===== src/inc/pwm_pkg.sv =====
package pwm_pkg;

  // ---------------------------------------------------------------
  // Register map
  // ---------------------------------------------------------------
  localparam logic [2:0] OFS_MODE    = 3'h0;
  localparam logic [2:0] OFS_COMPARE = 3'h1;
  localparam logic [2:0] OFS_FFCTL   = 3'h2;
  localparam logic [2:0] OFS_RUN     = 3'h3;
  localparam logic [2:0] OFS_STATUS  = 3'h4;
  localparam logic [2:0] OFS_COUNT   = 3'h5;

  // ---------------------------------------------------------------
  // Field positions
  // ---------------------------------------------------------------
  localparam int MODE_SEL_BIT   = 6;
  localparam int INT_SEL_BIT    = 5;
  localparam int DB_EN_BIT      = 4;
  localparam int FF_PRESET1_BIT = 2;
  localparam int FF_PRESET0_BIT = 3;
  localparam int RUN_BIT        = 0;

  // ---------------------------------------------------------------
  // Reset values and counts
  // ---------------------------------------------------------------
  localparam logic [6:0] MODE_RESET    = 7'h00;
  localparam logic [1:0] TRIG_RESET    = 2'h0;
  localparam logic [7:0] CMP_RESET     = 8'h00;
  localparam logic [3:0] PRESC_RESET   = 4'h0;
  localparam logic [7:0] TOP_LEN6      = 8'h3F;
  localparam logic [7:0] TOP_LEN7      = 8'h7F;
  localparam logic [7:0] TOP_LEN8      = 8'hFF;
  localparam logic [3:0] PRESC_MASK_4  = 4'h3;
  localparam logic [3:0] PRESC_MASK_16 = 4'hF;

  // Output flip-flop trigger selections.
  localparam logic [1:0] TRIG_NONE      = 2'h0;
  localparam logic [1:0] TRIG_INVERT    = 2'h1;
  localparam logic [1:0] TRIG_MATCH_SET = 2'h2;
  localparam logic [1:0] TRIG_MATCH_CLR = 2'h3;

  typedef struct packed {
    logic       mode_select_bit;
    logic       interrupt_select_bit;
    logic       double_buffer_enable;
    logic [1:0] len_sel;
    logic [1:0] clk_sel;
  } mode_t;

  typedef struct packed {
    logic       wr;
    logic       rd;
    logic [2:0] addr;
    logic [7:0] wdata;
  } bus_req_t;

  typedef enum logic [1:0] {
    ST_STOP = 2'b01,
    ST_RUN  = 2'b10
  } run_state_t;

endpackage


===== src/rtl/pwm_tick_prescaler.sv =====
`timescale 1ns/1ns
module pwm_tick_prescaler
  import pwm_pkg::*;
(
  input  wire logic       clock,
  input  wire logic       rstn,
  input  wire logic       run,
  input  wire logic [1:0] clk_sel,
  output logic            tick
);

  logic [3:0] presc_r;

  // The divider is held at zero while stopped, so the first tick after
  // a start always comes a full input period later.
  always_ff @(posedge clock or negedge rstn) begin
    if (!rstn) begin
      presc_r <= PRESC_RESET;
    end else if (!run) begin
      presc_r <= PRESC_RESET;
    end else begin
      presc_r <= presc_r + 4'h1;
    end
  end

  always_comb begin
    case (clk_sel)
      2'h0:    tick = run;
      2'h1:    tick = run && ((presc_r & PRESC_MASK_4) == PRESC_MASK_4);
      default: tick = run && (presc_r == PRESC_MASK_16);
    endcase
  end

endmodule


===== src/rtl/pwm_compare_buffer.sv =====
`timescale 1ns/1ns
module pwm_compare_buffer
  import pwm_pkg::*;
(
  input  wire logic       clock,
  input  wire logic       rstn,
  input  wire logic       wr_en,
  input  wire logic [7:0] wdata,
  input  wire logic       db_en,
  input  wire logic       load,
  output logic [7:0]      buffer_q,
  output logic [7:0]      active_q
);

  always_ff @(posedge clock or negedge rstn) begin
    if (!rstn) begin
      buffer_q <= CMP_RESET;
    end else if (wr_en) begin
      buffer_q <= wdata;
    end
  end

  // A load in the same cycle as a buffered write takes the old buffer.
  always_ff @(posedge clock or negedge rstn) begin
    if (!rstn) begin
      active_q <= CMP_RESET;
    end else if (wr_en && !db_en) begin
      active_q <= wdata;
    end else if (load && db_en) begin
      active_q <= buffer_q;
    end
  end

endmodule


===== src/rtl/pwm_interval_timer_8bit.sv =====
`timescale 1ns/1ns
// Notes on behaviour
// - Trigger 11: match clears, overflow sets output.
// - Trigger 10: match sets, overflow clears output.
// - PWM mode clears counter at 2^n-1.
// - Overflow action beats match in same count.
// - Trigger 10 with compare 2^n-1: always low.
// - Trigger 11 with compare 2^n-1: always high.
// - PWM double buffer loads on each overflow.
// - PWM period is 2^n-1 input ticks.
// - PWM overflow raises interrupt when selected.
// - Channel is self-contained, independent of others.
// - Interval match interrupts only with bit 5 set.
// - Run zero stops and clears; one restarts.
// - Interval mode with trigger 01 toggles output on each match.
// - Control write can preset output to one.
// - Interval mode clears counter on match.
// - Buffered writes hit buffer only; else both.
// - Compare reads return the buffer contents.
// - Mode select resets to zero, PWM mode.
module pwm_interval_timer_8bit
  import pwm_pkg::*;
(
  input  wire logic               clock,
  input  wire logic               rstn,
  input  wire pwm_pkg::bus_req_t  bus_req,
  output logic [7:0]              rdata,
  output logic                    timer_output_pin,
  output logic                    channel_timer_interrupt
);

  import pwm_pkg::*;

  // ---------------------------------------------------------------
  // Declarations
  // ---------------------------------------------------------------
  mode_t      channel_mode_register;
  logic [1:0] flipflop_trigger_select;
  run_state_t state_r;
  run_state_t state_nxt;
  logic [7:0] pwm_up_counter;
  logic [7:0] cnt_nxt;
  logic [7:0] top;
  logic [7:0] cmp_buffer;
  logic [7:0] pwm_compare_register;
  logic       pwm_output_flipflop;
  logic       irq_r;
  logic [7:0] rdata_r;
  logic       tick;
  logic       run_eff;
  logic       pwm_mode;
  logic       wr_mode;
  logic       wr_cmp;
  logic       wr_ffctl;
  logic       wr_run;
  logic       stop_wr;
  logic       at_top;
  logic       hit;
  logic       ovf_ev;
  logic       match_ev;
  logic       cmp_load;
  logic       preset1;
  logic       preset0;

  assign wr_mode  = bus_req.wr && (bus_req.addr == OFS_MODE);
  assign wr_cmp   = bus_req.wr && (bus_req.addr == OFS_COMPARE);
  assign wr_ffctl = bus_req.wr && (bus_req.addr == OFS_FFCTL);
  assign wr_run   = bus_req.wr && (bus_req.addr == OFS_RUN);
  assign stop_wr  = wr_run && !bus_req.wdata[RUN_BIT];
  assign preset1  = wr_ffctl && bus_req.wdata[FF_PRESET1_BIT];
  assign preset0  = wr_ffctl && bus_req.wdata[FF_PRESET0_BIT];
  assign pwm_mode = !channel_mode_register.mode_select_bit;

  // ---------------------------------------------------------------
  // Control registers
  // ---------------------------------------------------------------
  // PWM after reset
  always_ff @(posedge clock or negedge rstn) begin
    if (!rstn) begin
      channel_mode_register <= MODE_RESET;
    end else if (wr_mode) begin
      channel_mode_register <= bus_req.wdata[6:0];
    end
  end

  always_ff @(posedge clock or negedge rstn) begin
    if (!rstn) begin
      flipflop_trigger_select <= TRIG_RESET;
    end else if (wr_ffctl) begin
      flipflop_trigger_select <= bus_req.wdata[1:0];
    end
  end

  // ---------------------------------------------------------------
  // Run control
  // ---------------------------------------------------------------
  always_comb begin
    state_nxt = state_r;
    case (state_r)
      ST_STOP: begin
        if (wr_run && bus_req.wdata[RUN_BIT]) begin
          state_nxt = ST_RUN;
        end
      end
      ST_RUN: begin
        if (stop_wr) begin
          state_nxt = ST_STOP;
        end
      end
      default: state_nxt = ST_STOP;
    endcase
  end

  always_ff @(posedge clock or negedge rstn) begin
    if (!rstn) begin
      state_r <= ST_STOP;
    end else begin
      state_r <= state_nxt;
    end
  end

  // A stop write takes effect in its own cycle so no stray count slips in.
  assign run_eff = (state_r == ST_RUN) && !stop_wr;

  pwm_tick_prescaler u_presc (
    .clock   (clock),
    .rstn    (rstn),
    .run     (run_eff),
    .clk_sel (channel_mode_register.clk_sel),
    .tick    (tick)
  );

  // ---------------------------------------------------------------
  // Counter and events
  // ---------------------------------------------------------------
  // period length
  always_comb begin
    case (channel_mode_register.len_sel)
      2'h0:    top = TOP_LEN6;
      2'h1:    top = TOP_LEN7;
      default: top = TOP_LEN8;
    endcase
  end

  // The match compares the value being entered, so the output moves on
  // the same edge that the counter reaches the compare value.
  assign cnt_nxt  = pwm_up_counter + 8'h01;
  assign at_top   = (cnt_nxt == top);
  assign hit      = (cnt_nxt == pwm_compare_register);
  assign ovf_ev   = tick && pwm_mode && at_top;
  assign match_ev = tick && hit;
  assign cmp_load = pwm_mode ? ovf_ev : match_ev;

  always_ff @(posedge clock or negedge rstn) begin
    if (!rstn) begin
      pwm_up_counter <= CMP_RESET;
    end else if (!run_eff) begin
      pwm_up_counter <= CMP_RESET;
    end else if (tick) begin
      if ((pwm_mode && at_top) || (!pwm_mode && hit)) begin
        pwm_up_counter <= CMP_RESET;
      end else begin
        pwm_up_counter <= cnt_nxt;
      end
    end
  end

  pwm_compare_buffer u_cmp (
    .clock    (clock),
    .rstn     (rstn),
    .wr_en    (wr_cmp),
    .wdata    (bus_req.wdata),
    .db_en    (channel_mode_register.double_buffer_enable),
    .load     (cmp_load),
    .buffer_q (cmp_buffer),
    .active_q (pwm_compare_register)
  );

  // ---------------------------------------------------------------
  // Output flip-flop
  // ---------------------------------------------------------------
  // A software preset wins over a coincident timer event.
  always_ff @(posedge clock or negedge rstn) begin
    if (!rstn) begin
      pwm_output_flipflop <= 1'b0;
    end else if (preset1) begin
      pwm_output_flipflop <= 1'b1;
    end else if (preset0) begin
      pwm_output_flipflop <= 1'b0;
    end else if (ovf_ev) begin
      if (flipflop_trigger_select == TRIG_MATCH_CLR) begin
        pwm_output_flipflop <= 1'b1;
      end else if (flipflop_trigger_select == TRIG_MATCH_SET) begin
        pwm_output_flipflop <= 1'b0;
      end
    end else if (match_ev && pwm_mode) begin
      if (flipflop_trigger_select == TRIG_MATCH_CLR) begin
        pwm_output_flipflop <= 1'b0;
      end else if (flipflop_trigger_select == TRIG_MATCH_SET) begin
        pwm_output_flipflop <= 1'b1;
      end
    end else if (match_ev && flipflop_trigger_select == TRIG_INVERT) begin
      pwm_output_flipflop <= !pwm_output_flipflop;
    end
  end

  // ---------------------------------------------------------------
  // Interrupt and read data
  // ---------------------------------------------------------------
  // overflow interrupt, match interrupt in interval mode
  always_ff @(posedge clock or negedge rstn) begin
    if (!rstn) begin
      irq_r <= 1'b0;
    end else begin
      irq_r <= channel_mode_register.interrupt_select_bit && cmp_load;
    end
  end

  always_ff @(posedge clock or negedge rstn) begin
    if (!rstn) begin
      rdata_r <= 8'h00;
    end else if (bus_req.rd) begin
      case (bus_req.addr)
        OFS_MODE:    rdata_r <= {1'b0, channel_mode_register};
        OFS_COMPARE: rdata_r <= cmp_buffer;
        OFS_FFCTL:   rdata_r <= {6'h00, flipflop_trigger_select};
        OFS_RUN:     rdata_r <= {7'h00, state_r == ST_RUN};
        OFS_STATUS:  rdata_r <= {7'h00, pwm_output_flipflop};
        OFS_COUNT:   rdata_r <= pwm_up_counter;
        default:     rdata_r <= 8'h00;
      endcase
    end else begin
      rdata_r <= 8'h00;
    end
  end

  assign timer_output_pin        = pwm_output_flipflop;
  assign channel_timer_interrupt = irq_r;
  assign rdata                   = rdata_r;
endmodule


===== config.mk =====
export PLATFORM = sky130hd
export DESIGN_NAME = pwm_interval_timer_8bit
export DESIGN_NICKNAME = d
export VERILOG_FILES = /design/src/inc/pwm_pkg.sv /design/src/rtl/pwm_tick_prescaler.sv /design/src/rtl/pwm_compare_buffer.sv /design/src/rtl/pwm_interval_timer_8bit.sv
export SDC_FILE = /design/constraint.sdc
export NUM_CORES = 1
export LEC_CHECK = 0
export ABC_CLOCK_PERIOD_IN_PS = 3300
export BUFFER_PORTS_ARGS = -buffer_cell sky130_fd_sc_hd__buf_2
export CAP_MARGIN = 20
export CORE_MARGIN = 10
export CORE_UTILIZATION = 35
export CTS_BUF_LIST = sky130_fd_sc_hd__clkbuf_2
export DETAILED_ROUTE_END_ITERATION = 12
export PLACE_DENSITY = 0.52
export SKIP_LAST_GASP = 1
export SYNTH_ARGS = -nofsm -noshare
export SYNTH_HDL_FRONTEND = slang
export SYNTH_SLANG_ARGS = --single-unit

===== constraint.sdc =====
create_clock -name clock -period 3.3 [get_ports clock]
set_input_delay 0.33 -clock clock [delete_from_list [all_inputs] [get_ports clock]]
set_output_delay 0.33 -clock clock [all_outputs]
set_load 0.02 [all_outputs]

[Word-level counts from Yosys, hierarchy flattened]
Index checks and enable logic that the tools add are counted.
Operators by class
  reduce and logical (&&, ||, !) cells: 34
  $add $sub $neg: 2
  equality and inequality tests: 21
  muxes and demuxes: 23
Operators with widths (count)
  two-way mux 8 bit: 6
  one-hot mux 8 bit (6 select lines): 1
  logical AND 1 bit: 21
  == test 8 bit: 2
  one-hot mux 8 bit (2 select lines): 1
  two-way mux 1 bit: 10
  adder 8 x 1 -> 8 bit (second input constant): 1
  == test 2 x 1 -> 1 bit (second input constant): 4
  == test 2 bit (second input constant): 4
  == test 3 x 2 -> 1 bit (second input constant): 2
  == test 3 bit (second input constant): 2
  inequality test 2 bit (second input constant): 3
  logical NOT 1 bit: 5
  inequality test 5 x 1 -> 1 bit (second input constant): 1
  inequality test 5 bit (second input constant): 1
  nonzero test 5 bit: 1
  adder 4 x 1 -> 4 bit (second input constant): 1
  == test 4 bit (second input constant): 1
  logical NOT 2 bit: 2
  two-way mux 2 bit: 2
  two-way mux 4 bit: 1
  one-hot mux 2 bit (2 select lines): 1
  == test 3 x 1 -> 1 bit (second input constant): 1
  logical NOT 3 bit: 1
  5 further kinds: 5
Storage, ports and cells
  input bits: 15
  output and inout bits: 10
  bits in registers: 49

[Logic depth before layout (Yosys ltp)]
Gate-level depths: netlist of run 1.
  depth after elaboration: 14
  gate-level depth with buffers: 11
  mapped depth without buffers: 9

[By module]
Synthesis of run 1 repeated with hierarchy kept, for this count alone.
Second synthesis, totals
  cell total of the unflattened synthesis: 267
  area, all modules: 2937.8 um2
By module, submodules not included
  pwm_interval_timer_8bit: times used 1, cells an instance 198, area an instance 1968.1 um2, sequential area each 726.9 um2
  pwm_compare_buffer: times used 1, cells an instance 52, area an instance 779.5 um2, sequential area each 400.4 um2
  pwm_tick_prescaler: times used 1, cells an instance 17, area an instance 190.2 um2, sequential area each 100.1 um2

[Worst setup path after synthesis of run 1]
Ideal clock, no wire load.
  kind: register to register
  from: reg pwm_up_counter[0]
  to: reg u_cmp.active_q[2]
  setup slack: 0.761 ns
  stages on the path, launching flop included: 10
  clock period less this slack: 2.539 ns
  data arrival time: 2.402 ns
  data required time: 3.163 ns
  library setup time: 0.137 ns
  path through: dfrtp_1 -> ha_1 -> and3_1 -> nand3_1 -> xnor2_1 -> or4_1 -> buf_2 -> a21oi_4 -> mux2i_1 -> a21oi_1
Between the ends
  word-level cells in the longest chain between the ends: 6
  elaborated cells between the ends (all ways): 8
  classes of those cells: 1 x add/sub; 2 x eq/ne; 1 x mux; 4 x reduce/logical
RTL lines
  from (decl): RTL line pwm_interval_timer_8bit.sv:41  | logic [7:0] pwm_up_counter;
  from (signal assigned): RTL line pwm_interval_timer_8bit.sv:163  | pwm_up_counter <= cnt_nxt;
  adder 8 x 1 -> 8 bit (*): RTL line pwm_interval_timer_8bit.sv:147  | assign cnt_nxt = pwm_up_counter + 8'h01;
  == test 8 bit, on equally long branches: RTL line pwm_interval_timer_8bit.sv:148, pwm_interval_timer_8bit.sv:149
  logical AND 1 bit, on equally long branches: RTL line pwm_interval_timer_8bit.sv:150, pwm_interval_timer_8bit.sv:151
  two-way mux 1 bit (*): RTL line pwm_interval_timer_8bit.sv:152  | assign cmp_load = pwm_mode ? ovf_ev : match_ev;
  logical AND 1 bit (*): RTL line pwm_compare_buffer.sv:29  | end else if (load && db_en) begin
  nonzero test 2 bit (no line) (*)
  to (signal assigned): RTL line pwm_compare_buffer.sv:28  | active_q <= wdata;
  to (signal assigned): RTL line pwm_compare_buffer.sv:30  | active_q <= buffer_q;
  to (decl): RTL line pwm_compare_buffer.sv:12  | output logic [7:0] active_q
Mark *: on every way between the ends. The rest lies on a longest branch, timed or not.
A chain may end at the register's enable or synchronous reset.

[Worst setup path after layout of run 1]
  from: reg pwm_up_counter[0]
  to: reg pwm_up_counter[7]
Between the ends
  word-level cells in the longest chain between the ends: 7
  elaborated cells between the ends (all ways): 9
  classes of those cells: 1 x add/sub; 2 x eq/ne; 3 x mux; 3 x reduce/logical
RTL lines
  adder 8 x 1 -> 8 bit (*): RTL line pwm_interval_timer_8bit.sv:147
  == test 8 bit, on equally long branches: RTL line pwm_interval_timer_8bit.sv:148, pwm_interval_timer_8bit.sv:149
  logical AND 1 bit: RTL line pwm_interval_timer_8bit.sv:160  | if ((pwm_mode && at_top) || (!pwm_mode && hit)) begin
  logical OR 1 bit: RTL line pwm_interval_timer_8bit.sv:160
  two-way mux 8 bit (*): RTL line pwm_interval_timer_8bit.sv:160
  two-way mux 8 bit (*): RTL line pwm_interval_timer_8bit.sv:159  | end else if (tick) begin
  two-way mux 8 bit (*): RTL line pwm_interval_timer_8bit.sv:157  | end else if (!run_eff) begin
Mark *: on every way between the ends. The rest lies on a longest branch, timed or not. The select of a mux whose other input is x is not followed.

==> results of run 1 <==
==> cells by family (layout without fill, tap and decap cells) <==
kind of cell               Yosys count  in the layout
and+or+nand+nor                     86             86
muxes                               36             36
xor gates and xnor gates            13             13
adders and majority gates            3              3
other                                0              1
DFF                                 49             49
buffers and inverters               19             43
AOI/OAI and AO/OA                   50             50
==> power breakdown <==
group | internal (uW) | total (uW) | switching, uW
Sequential | 676 | 761 | 85.0
Combinational | 128 | 247 | 118
Clock | 123 | 328 | 205
==> cell usage in the layout, fill, tap and decap left out, types with 9 or more instances in the layout <==
master and n:
dfrtp_1 48, o21ai_0 11, mux2_2 23, mux2i_1 12, buf_2 24, nor2_1 26
nand2_1 9, nand2b_1 9, a21oi_1 10
==> worst max-delay path, cell delays in order (launching register included) <==
cell and delay, ps:
dfrtp_1 540, ha_1 310, and3_1 250, nand3_1 190, xnor2_1 200, or4_1 640, nand3_1 410, o21ai_0 170
a21o_1 190
==> synthesized netlist by cell type (all sizes together) (3+ instances only) <==
cell / n / share of area (%)
a21o: 3 / 0.84
a21oi: 11 / 2.5
a22oi: 6 / 1.7
and3: 3 / 0.70
buf: 8 / 1.7
clkbuf: 4 / 0.56
dfrtp: 48 / 45
ha: 3 / 1.4
inv: 7 / 0.98
mux2: 23 / 9.7
mux2i: 12 / 4.5
nand2: 9 / 1.3
nand2b: 10 / 2.4
nand3: 7 / 1.3
nand4b: 3 / 0.98
nor2: 26 / 3.7
nor2b: 5 / 1.2
nor3: 5 / 0.94
nor3b: 5 / 1.4
nor4: 3 / 0.70
o21ai: 12 / 2.2
o2bb2ai: 3 / 0.98
or2: 3 / 0.70
xnor2: 7 / 2.3
xor2: 6 / 2.0
==> how the worst min path moves through the flow <==
stage / slack (ps) / depth (start not counted) / start / to
after CTS: 100 / 2 / bus_req[11] / rdata[1]
after detailed placement: 340 / 1 / rstn / u_cmp.buffer_q[6]
final: 100 / 2 / bus_req[7] / u_cmp.buffer_q[7]
after floorplan: 30 / 0 / rstn / channel_mode_register[0]
after global placement: 330 / 1 / rstn / u_cmp.buffer_q[6]
after global routing: 60 / 2 / bus_req[7] / u_cmp.buffer_q[7]
==> flip-flops by register name (all words and copies together) (netlist names) <==
name                     count
pwm_up_counter               8
rdata                        8
channel_mode_register        7
state_r                      2
channel_timer_interrupt      1
timer_output_pin             1
flipflop_trigger_select      2
u_presc.presc_r              4
u_cmp.buffer_q               8
u_cmp.active_q               8
==> layer usage <==
layer,wire (um),share of wire [%]
met1,3260,51
met2,2690,42
met3,361,5.6
met4,131,2.0
met5,0,0
==> layout make-up <==
type | instances | area, um^2
multi-input cells | 188 | 1360
fillers | 729 | 4370
well taps | 99 | 124
clock buffers | 5 | 25.0
diodes | 1 | 2.50
repair buffers | 29 | 160
clock inverters | 2 | 35.0
flip-flops and latches | 49 | 1230
inverters | 7 | 26.3
==> through the flow <==
step	area (um^2)	power (uW)	worst slack, ps
4_1_cts	2960	1340	330
5_1_grt	2960	1400	74.0
2_1_floorplan	2670	915	761
6_report	2960	1340	334
3_5_place_dp	2890	1020	389
3_3_place_gp	2890	1020	499
==> impl_metrics.ini, run 1 <==
[logic_synthesis]
yosys.area_share.simple_pct = 17.0
syn_inst = 256
ys_warn_count = 0
synth_top_family_by_area = simple AND/OR/NAND/NOR gates
synthMuxAreaShare_pct = 15.0
synth-compound-area-share_pct = 13.1
ys.flop_type = dfrtp_1
avgSynthCellArea_um2 = 10.4
synth-seq-cells = 49
synth_fa_ha_area_share_pct = 1.41
seq_area_frac_synth_pct = 45.9
yosys.area_share.xor_xnor_pct = 4.26
synth_edf_count = 0
synth_fp_nets = 274
netlist_area_um2 = 2670
ys_async_sr_fraction_pct = 100
synthDistinctLibCells = 49

[placed_design]
gp_routability_congestion = 0.873
numPlacedInstances = 371
hpwl_mm = 4.89
portBuffers = 24

[cts]
clockBufferDepth = 2
cts.clk_slew.worst_paths_ps = 270
cts-resized-gates = 0
clock_latency_ps = 450
ctsHoldBuffers = 1
postCtsSetupRepairBufs = 0
cts-htree-levels = 2
cts_tree = built
numClockSinks = 49
cts_root_buffer = clkbuf_2
cts_buffers = 5

[floorplan]
die_w_um = 107
die_area_um2 = 11500
start_util_pct = 36.4
coreArea_um2 = 7330
io_pins = 25
rows = 31
die_y_um = 107

[sta]
finalCriticalPeriod_ps = 2970
final_max_slew_viol_count = 0
skew_ps = 30.9
rsz0062_at_grt = false
finalSetupViolations = 0
period_share_pct = 89.9
whs_ps = 99.7
setup_tns_ps = 0
hold_viol = 0
slew_headroom_pct = 62.0
tightest_slew_ps = 568
max_freq_ghz = 0.337

[routing]
ant_nets = 0
avgViaCountPerCell = 5.34
drc = 0
drt_pass1_iterations = 4
drt_wl_total_mm = 6.45
drt_iter0_markers = 137
wl_per_cell_um = 17.0
vias = 2029

[global_routing]
grt_pass1_wl_mm = 10.8
grt_pass1_vias = 2014
gr-total-overflow = 0
use_met2_pct = 16.8
grtUsageMet3_pct = 2.51
antenna_found_initial = 1
grt_max_degree = 29
grt_use_total_pct = 11.6
busiest_layer = met2
grt.met1_usage_pct = 16.4

[job]
maxCapViolCount = 0

[critical_path]
r2r_cells = 8
r2r_end = pwm_up_counter[7]
cp.arrival_ps = 3340
r2r_slack_ps = 330
endpoint_kind = register
cp-endpoint = pwm_up_counter[7]
r2r_start = pwm_up_counter[0]
startpoint_type = register
path_max_fanout = 14
cp-startpoint = pwm_up_counter[0]
cp.required_ps = 3680
critPathKind = register to register

[outcome]
status = finished, final reports clean

[finish]
drive_above_1_share_pct = 23.2
final_util_pct = 40.3
stdcell_count = 380
syn2layout_area_growth_pct = 10.7
finalNetCount = 298

[pwr]
leakage_uw = 0.00126
vdd_drop_max_mv = 0.208
power.density_nw_per_um2 = 452

[worst_hold_path]
hp-class = input pin to register
Power figures use the tool's default switching activity.
==> run 2, diff against run 1 <==
- CORE_UTILIZATION: 35 -> 55
- PLACE_DENSITY: 0.52 -> 0.75
- RECOVER_POWER: unset -> 50
==> impl_metrics.ini, run 2 (synthesis results as in run 1) <==
[floorplan]
start_util_pct = 56.6
die_area_um2 = 8040
rows = 25
coreArea_um2 = 4720
die_y_um = 89.7
die_w_um = 89.7
io_pins = 25

[sta]
rsz0062_at_grt = false
hold_viol = 0
period_share_pct = 89.2
max_freq_ghz = 0.340
setup_tns_ps = 0
skew_ps = 15.6
tightest_slew_ps = 1590
slew_headroom_pct = -6.02
final_max_slew_viol_count = 31
finalSetupViolations = 0
finalCriticalPeriod_ps = 2940

[critical_path]
cp.required_ps = 3670
r2r_end = pwm_up_counter[7]
r2r_cells = 8
max_stage_delay_ps = 640
r2r_slack_ps = 360
path_max_fanout = 14
cp_slowest_cell = or4_1
startpoint_type = register
r2r_start = pwm_up_counter[0]
critPathKind = register to register
cp_common_cell = nand3_1
cp_cell_sequence = ha_1, and3_1, nand3_1, xnor2_1, or4_1, nand3_1, o21ai_0, a21o_1
cp.arrival_ps = 3310
endpoint_kind = register

[cts]
cts_buffers = 5
ctsHoldBuffers = 0
cts-htree-levels = 2
postCtsSetupRepairBufs = 0
cts.clk_slew.worst_paths_ps = 240
clock_latency_ps = 430
cts-resized-gates = 0
cts_tree = built
clockBufferDepth = 2
numClockSinks = 49
cts_root_buffer = clkbuf_2

[global_routing]
grt_use_total_pct = 15.3
grt_pass1_vias = 1897
grt_max_degree = 50
grt_pass1_wl_mm = 9.47
gr-total-overflow = 0
antenna_found_initial = 0

[finish]
stdcell_count = 347
finalNetCount = 297
drive_above_1_share_pct = 21.1
multi_input_area_um2 = 1360
final_cell_mix = 48 x dfrtp_1, 26 x nor2_1, 23 x mux2_2, 22 x buf_2, 12 x mux2i_1
fillCellCount = 411
final_common_cell = dfrtp_1
seq_area_um2 = 1230
antennaDiodeCount = 0
syn2layout_area_growth_pct = 7.78
final_util_pct = 61.0

[routing]
drc = 0
wl_per_cell_um = 16.8
ant_nets = 0
drt_iter0_markers = 185
avgViaCountPerCell = 5.90
vias = 2048
drt_pass1_iterations = 5
drt_wl_total_mm = 5.82

[outcome]
violations = capacitance limit, slew limit
status = complete, but fails checks

[placed_design]
hpwl_mm = 4.38
numPlacedInstances = 337
gp_routability_congestion = 0.946
portBuffers = 24

[job]
maxCapViolCount = 1

[worst_hold_path]
hold_path_startpoint = bus_req[11]
whs_path_depth = 2
hp-class = input pin to register
hold_end = rdata[1]

[pwr]
vdd_drop_max_mv = 0.287
power.density_nw_per_um2 = 432
leakage_uw = 0.00123
[run 2: worst max path at each step]
| stage | startpoint | to | slack, ps | depth (start not counted) |
|---|---|---|---|---|
| after global placement | pwm_up_counter[0] | pwm_up_counter[7] | 520 | 8 |
| after detailed placement | pwm_up_counter[0] | pwm_up_counter[7] | 420 | 8 |
| final | pwm_up_counter[0] | pwm_up_counter[7] | 360 | 8 |
| after floorplan | pwm_up_counter[0] | u_cmp.active_q[2] | 760 | 9 |
| after global routing | pwm_up_counter[0] | pwm_up_counter[7] | 150 | 8 |
| after CTS | pwm_up_counter[0] | pwm_up_counter[7] | 380 | 8 |
[run 2: stage by stage]
step	power, uW	setup WS (ps)	area, um^2	hold slack [ps]
floorplan	915	761	2670	34.4
global placement	1000	518	2830	447
detailed placement	1010	424	2830	454
CTS	1250	376	2870	70.6
global route	1310	146	2880	90.8
finish	1240	356	2880	116
[run 2: layout make-up]
type | count | area share (%)
multi-input cells | 188 | 47.2
flip-flops and latches | 49 | 42.6
repair buffers | 28 | 4.95
well taps | 67 | 2.91
inverters | 7 | 0.913
clock buffers | 5 | 0.869
clock inverters | 3 | 0.565
[run 2: power breakdown]
group          switching (uW)  leakage, uW  total [uW]  internal [uW]
clock network             191    0.0000284         241           50.6
logic                     114     0.000577         241            127
registers                83.9     0.000621         760            676
total                     389      0.00123        1240            853
[run 2: worst max-delay path, delay by kind of cell (launching register included)]
| family | cells | cell delay [ps] |
|---|---|---|
| xor+xnor | 1 | 210 |
| simple gates | 4 | 1480 |
| fa+ha+maj | 1 | 300 |
| flops | 1 | 530 |
| compound gates | 2 | 350 |
[run 2: layer usage]
metal	GRT usage, %	share of wire [%]
met1	21.2	44
met2	22.7	45
met3	3.61	10
met4	5.64	0.58
met5	0	0
==> run 3, diff against run 2 <==
- REMOVE_ABC_BUFFERS: unset -> 1
==> impl_metrics.ini, run 3 (synthesis results as in run 1) <==
[sta]
slew_headroom_pct = -51.8
period_share_pct = 89.4
hold_viol = 0
max_freq_ghz = 0.339
rsz0062_at_grt = false
setup_tns_ps = 0
whs_ps = 101
final.setup.worst_slack_ps = 349
final_max_slew_viol_count = 45
finalCriticalPeriod_ps = 2950
tightest_slew_ps = 2280
finalSetupViolations = 0
skew_ps = 22.9

[floorplan]
io_pins = 25
coreArea_um2 = 4720
rows = 25
die_area_um2 = 8040
start_util_pct = 56.6
die_w_um = 89.7
die_y_um = 89.7

[pwr]
p_switching_uw = 400
vdd_drop_max_mv = 0.336
leakage_uw = 0.00125
power.density_nw_per_um2 = 481
clockPowerShare_pct = 28.7
switching_share_pct = 28.4
comb_power_share_pct = 17.6
seqPwrFrac_pct = 53.7
internal_power_uw = 1010

[routing]
drt_iter0_markers = 205
drt_pass1_iterations = 4
vias = 2015
drc = 0
ant_nets = 0
wl_per_cell_um = 17.1
drt_wl_total_mm = 5.94
avgViaCountPerCell = 5.81

[placed_design]
gp_routability_congestion = 0.908
hpwl_mm = 4.51
preCtsSetupSlack_ps = 424
portBuffers = 24

[critical_path]
crit_buf_inv = 0
cp_slowest_cell = or4_1
r2r_cells = 8
startpoint_type = register
endpoint_kind = register
cp_cell_sequence = ha_1, and3_1, nand3_1, xnor2_1, or4_1, nand3_1, o21ai_0, a21o_1
r2r_start = pwm_up_counter[0]
max_stage_delay_ps = 640
cp.required_ps = 3670
critPathKind = register to register
cp_common_cell = nand3_1
r2r_slack_ps = 350
cp_top_family = simple AND/OR/NAND/NOR gates
r2r_end = pwm_up_counter[7]
cp.arrival_ps = 3320
path_max_fanout = 14

[cts]
cts-htree-levels = 2
cts_buffers = 5
cts.clk_slew.worst_paths_ps = 260
numClockSinks = 49
cts_tree = built
cts_root_buffer = clkbuf_2
cts-resized-gates = 0
clock_latency_ps = 440
clockBufferDepth = 2

[global_routing]
gr-total-overflow = 0
grt_pass1_vias = 1938
antenna_found_initial = 0
grt_max_degree = 50
grt_use_total_pct = 16.5
grt_pass1_wl_mm = 10.1

[worst_hold_path]
whs_path_depth = 2
hold_end = rdata[1]
hold_path_startpoint = bus_req[11]
hp-class = input pin to register

[finish]
multi_input_area_um2 = 1360
final_cell_mix = 48 x dfrtp_1, 26 x nor2_1, 23 x mux2_2, 22 x buf_2, 12 x mux2i_1
final_common_cell = dfrtp_1
fillCellCount = 386
seq_area_um2 = 1230
syn2layout_area_growth_pct = 9.74
finalNetCount = 297
drive_above_1_share_pct = 21.8
antennaDiodeCount = 0

[outcome]
violations = capacitance limit, slew limit
status = complete, but fails checks

[job]
maxCapViolCount = 1
-- run 3: how the worst max path moves through the flow --
| stage | from | cells after the start | end |
|---|---|---|---|
| 4_1_cts | pwm_up_counter[0] | 8 | u_cmp.active_q[4] |
| 2_1_floorplan | pwm_up_counter[0] | 8 | u_cmp.active_q[2] |
| 5_1_grt | pwm_up_counter[0] | 8 | pwm_up_counter[7] |
| 3_5_place_dp | pwm_up_counter[0] | 8 | pwm_up_counter[7] |
| 6_report | pwm_up_counter[0] | 8 | pwm_up_counter[7] |
| 3_3_place_gp | pwm_up_counter[0] | 8 | pwm_up_counter[7] |
-- run 3: layout make-up --
class	count	area share, %
clock inverter	3	2.35
inverter	7	0.896
multi-input combinational	188	46.3
timing repair buffer	28	4.87
sequential	49	41.9
clock buffer	5	0.854
tap	67	2.86
-- run 3: repair_timing --
action	4_1_cts	5_1_grt
setup buffers	0	0
hold buffers	0	1
setup endpoints to repair	0	0
endpoints found under the hold margin	0	48
-- run 3: stage by stage --
stage	instances	utilization, %	power (uW)	instance area [um^2]
2_1_floorplan	244	-	910	2610
3_3_place_gp	337	59.9	1000	2830
3_5_place_dp	337	59.9	1020	2830
4_1_cts	345	61.9	1420	2920
5_1_grt	347	62.1	1490	2930
6_report	347	62.1	1410	2930
-- run 3: layer usage --
layer / vias to the layer above / GRT usage [%] / part of all wire [%]
li1: 965 / - / -
met1: 989 / 22.1 / 45
met2: 55 / 25.9 / 48
met3: 6 / 3.70 / 5.7
met4: 0 / 4.77 / 1.4
met5: - / 0 / 0
-- run 3: power groups by stage --
stage | Clock (uW) | Sequential, uW | Combinational (uW)
6_report | 405 | 758 | 248
5_1_grt | 440 | 772 | 276
4_1_cts | 413 | 756 | 251
3_5_place_dp | 0 | 768 | 249
3_3_place_gp | 0 | 764 | 241
2_1_floorplan | 0 | 746 | 164
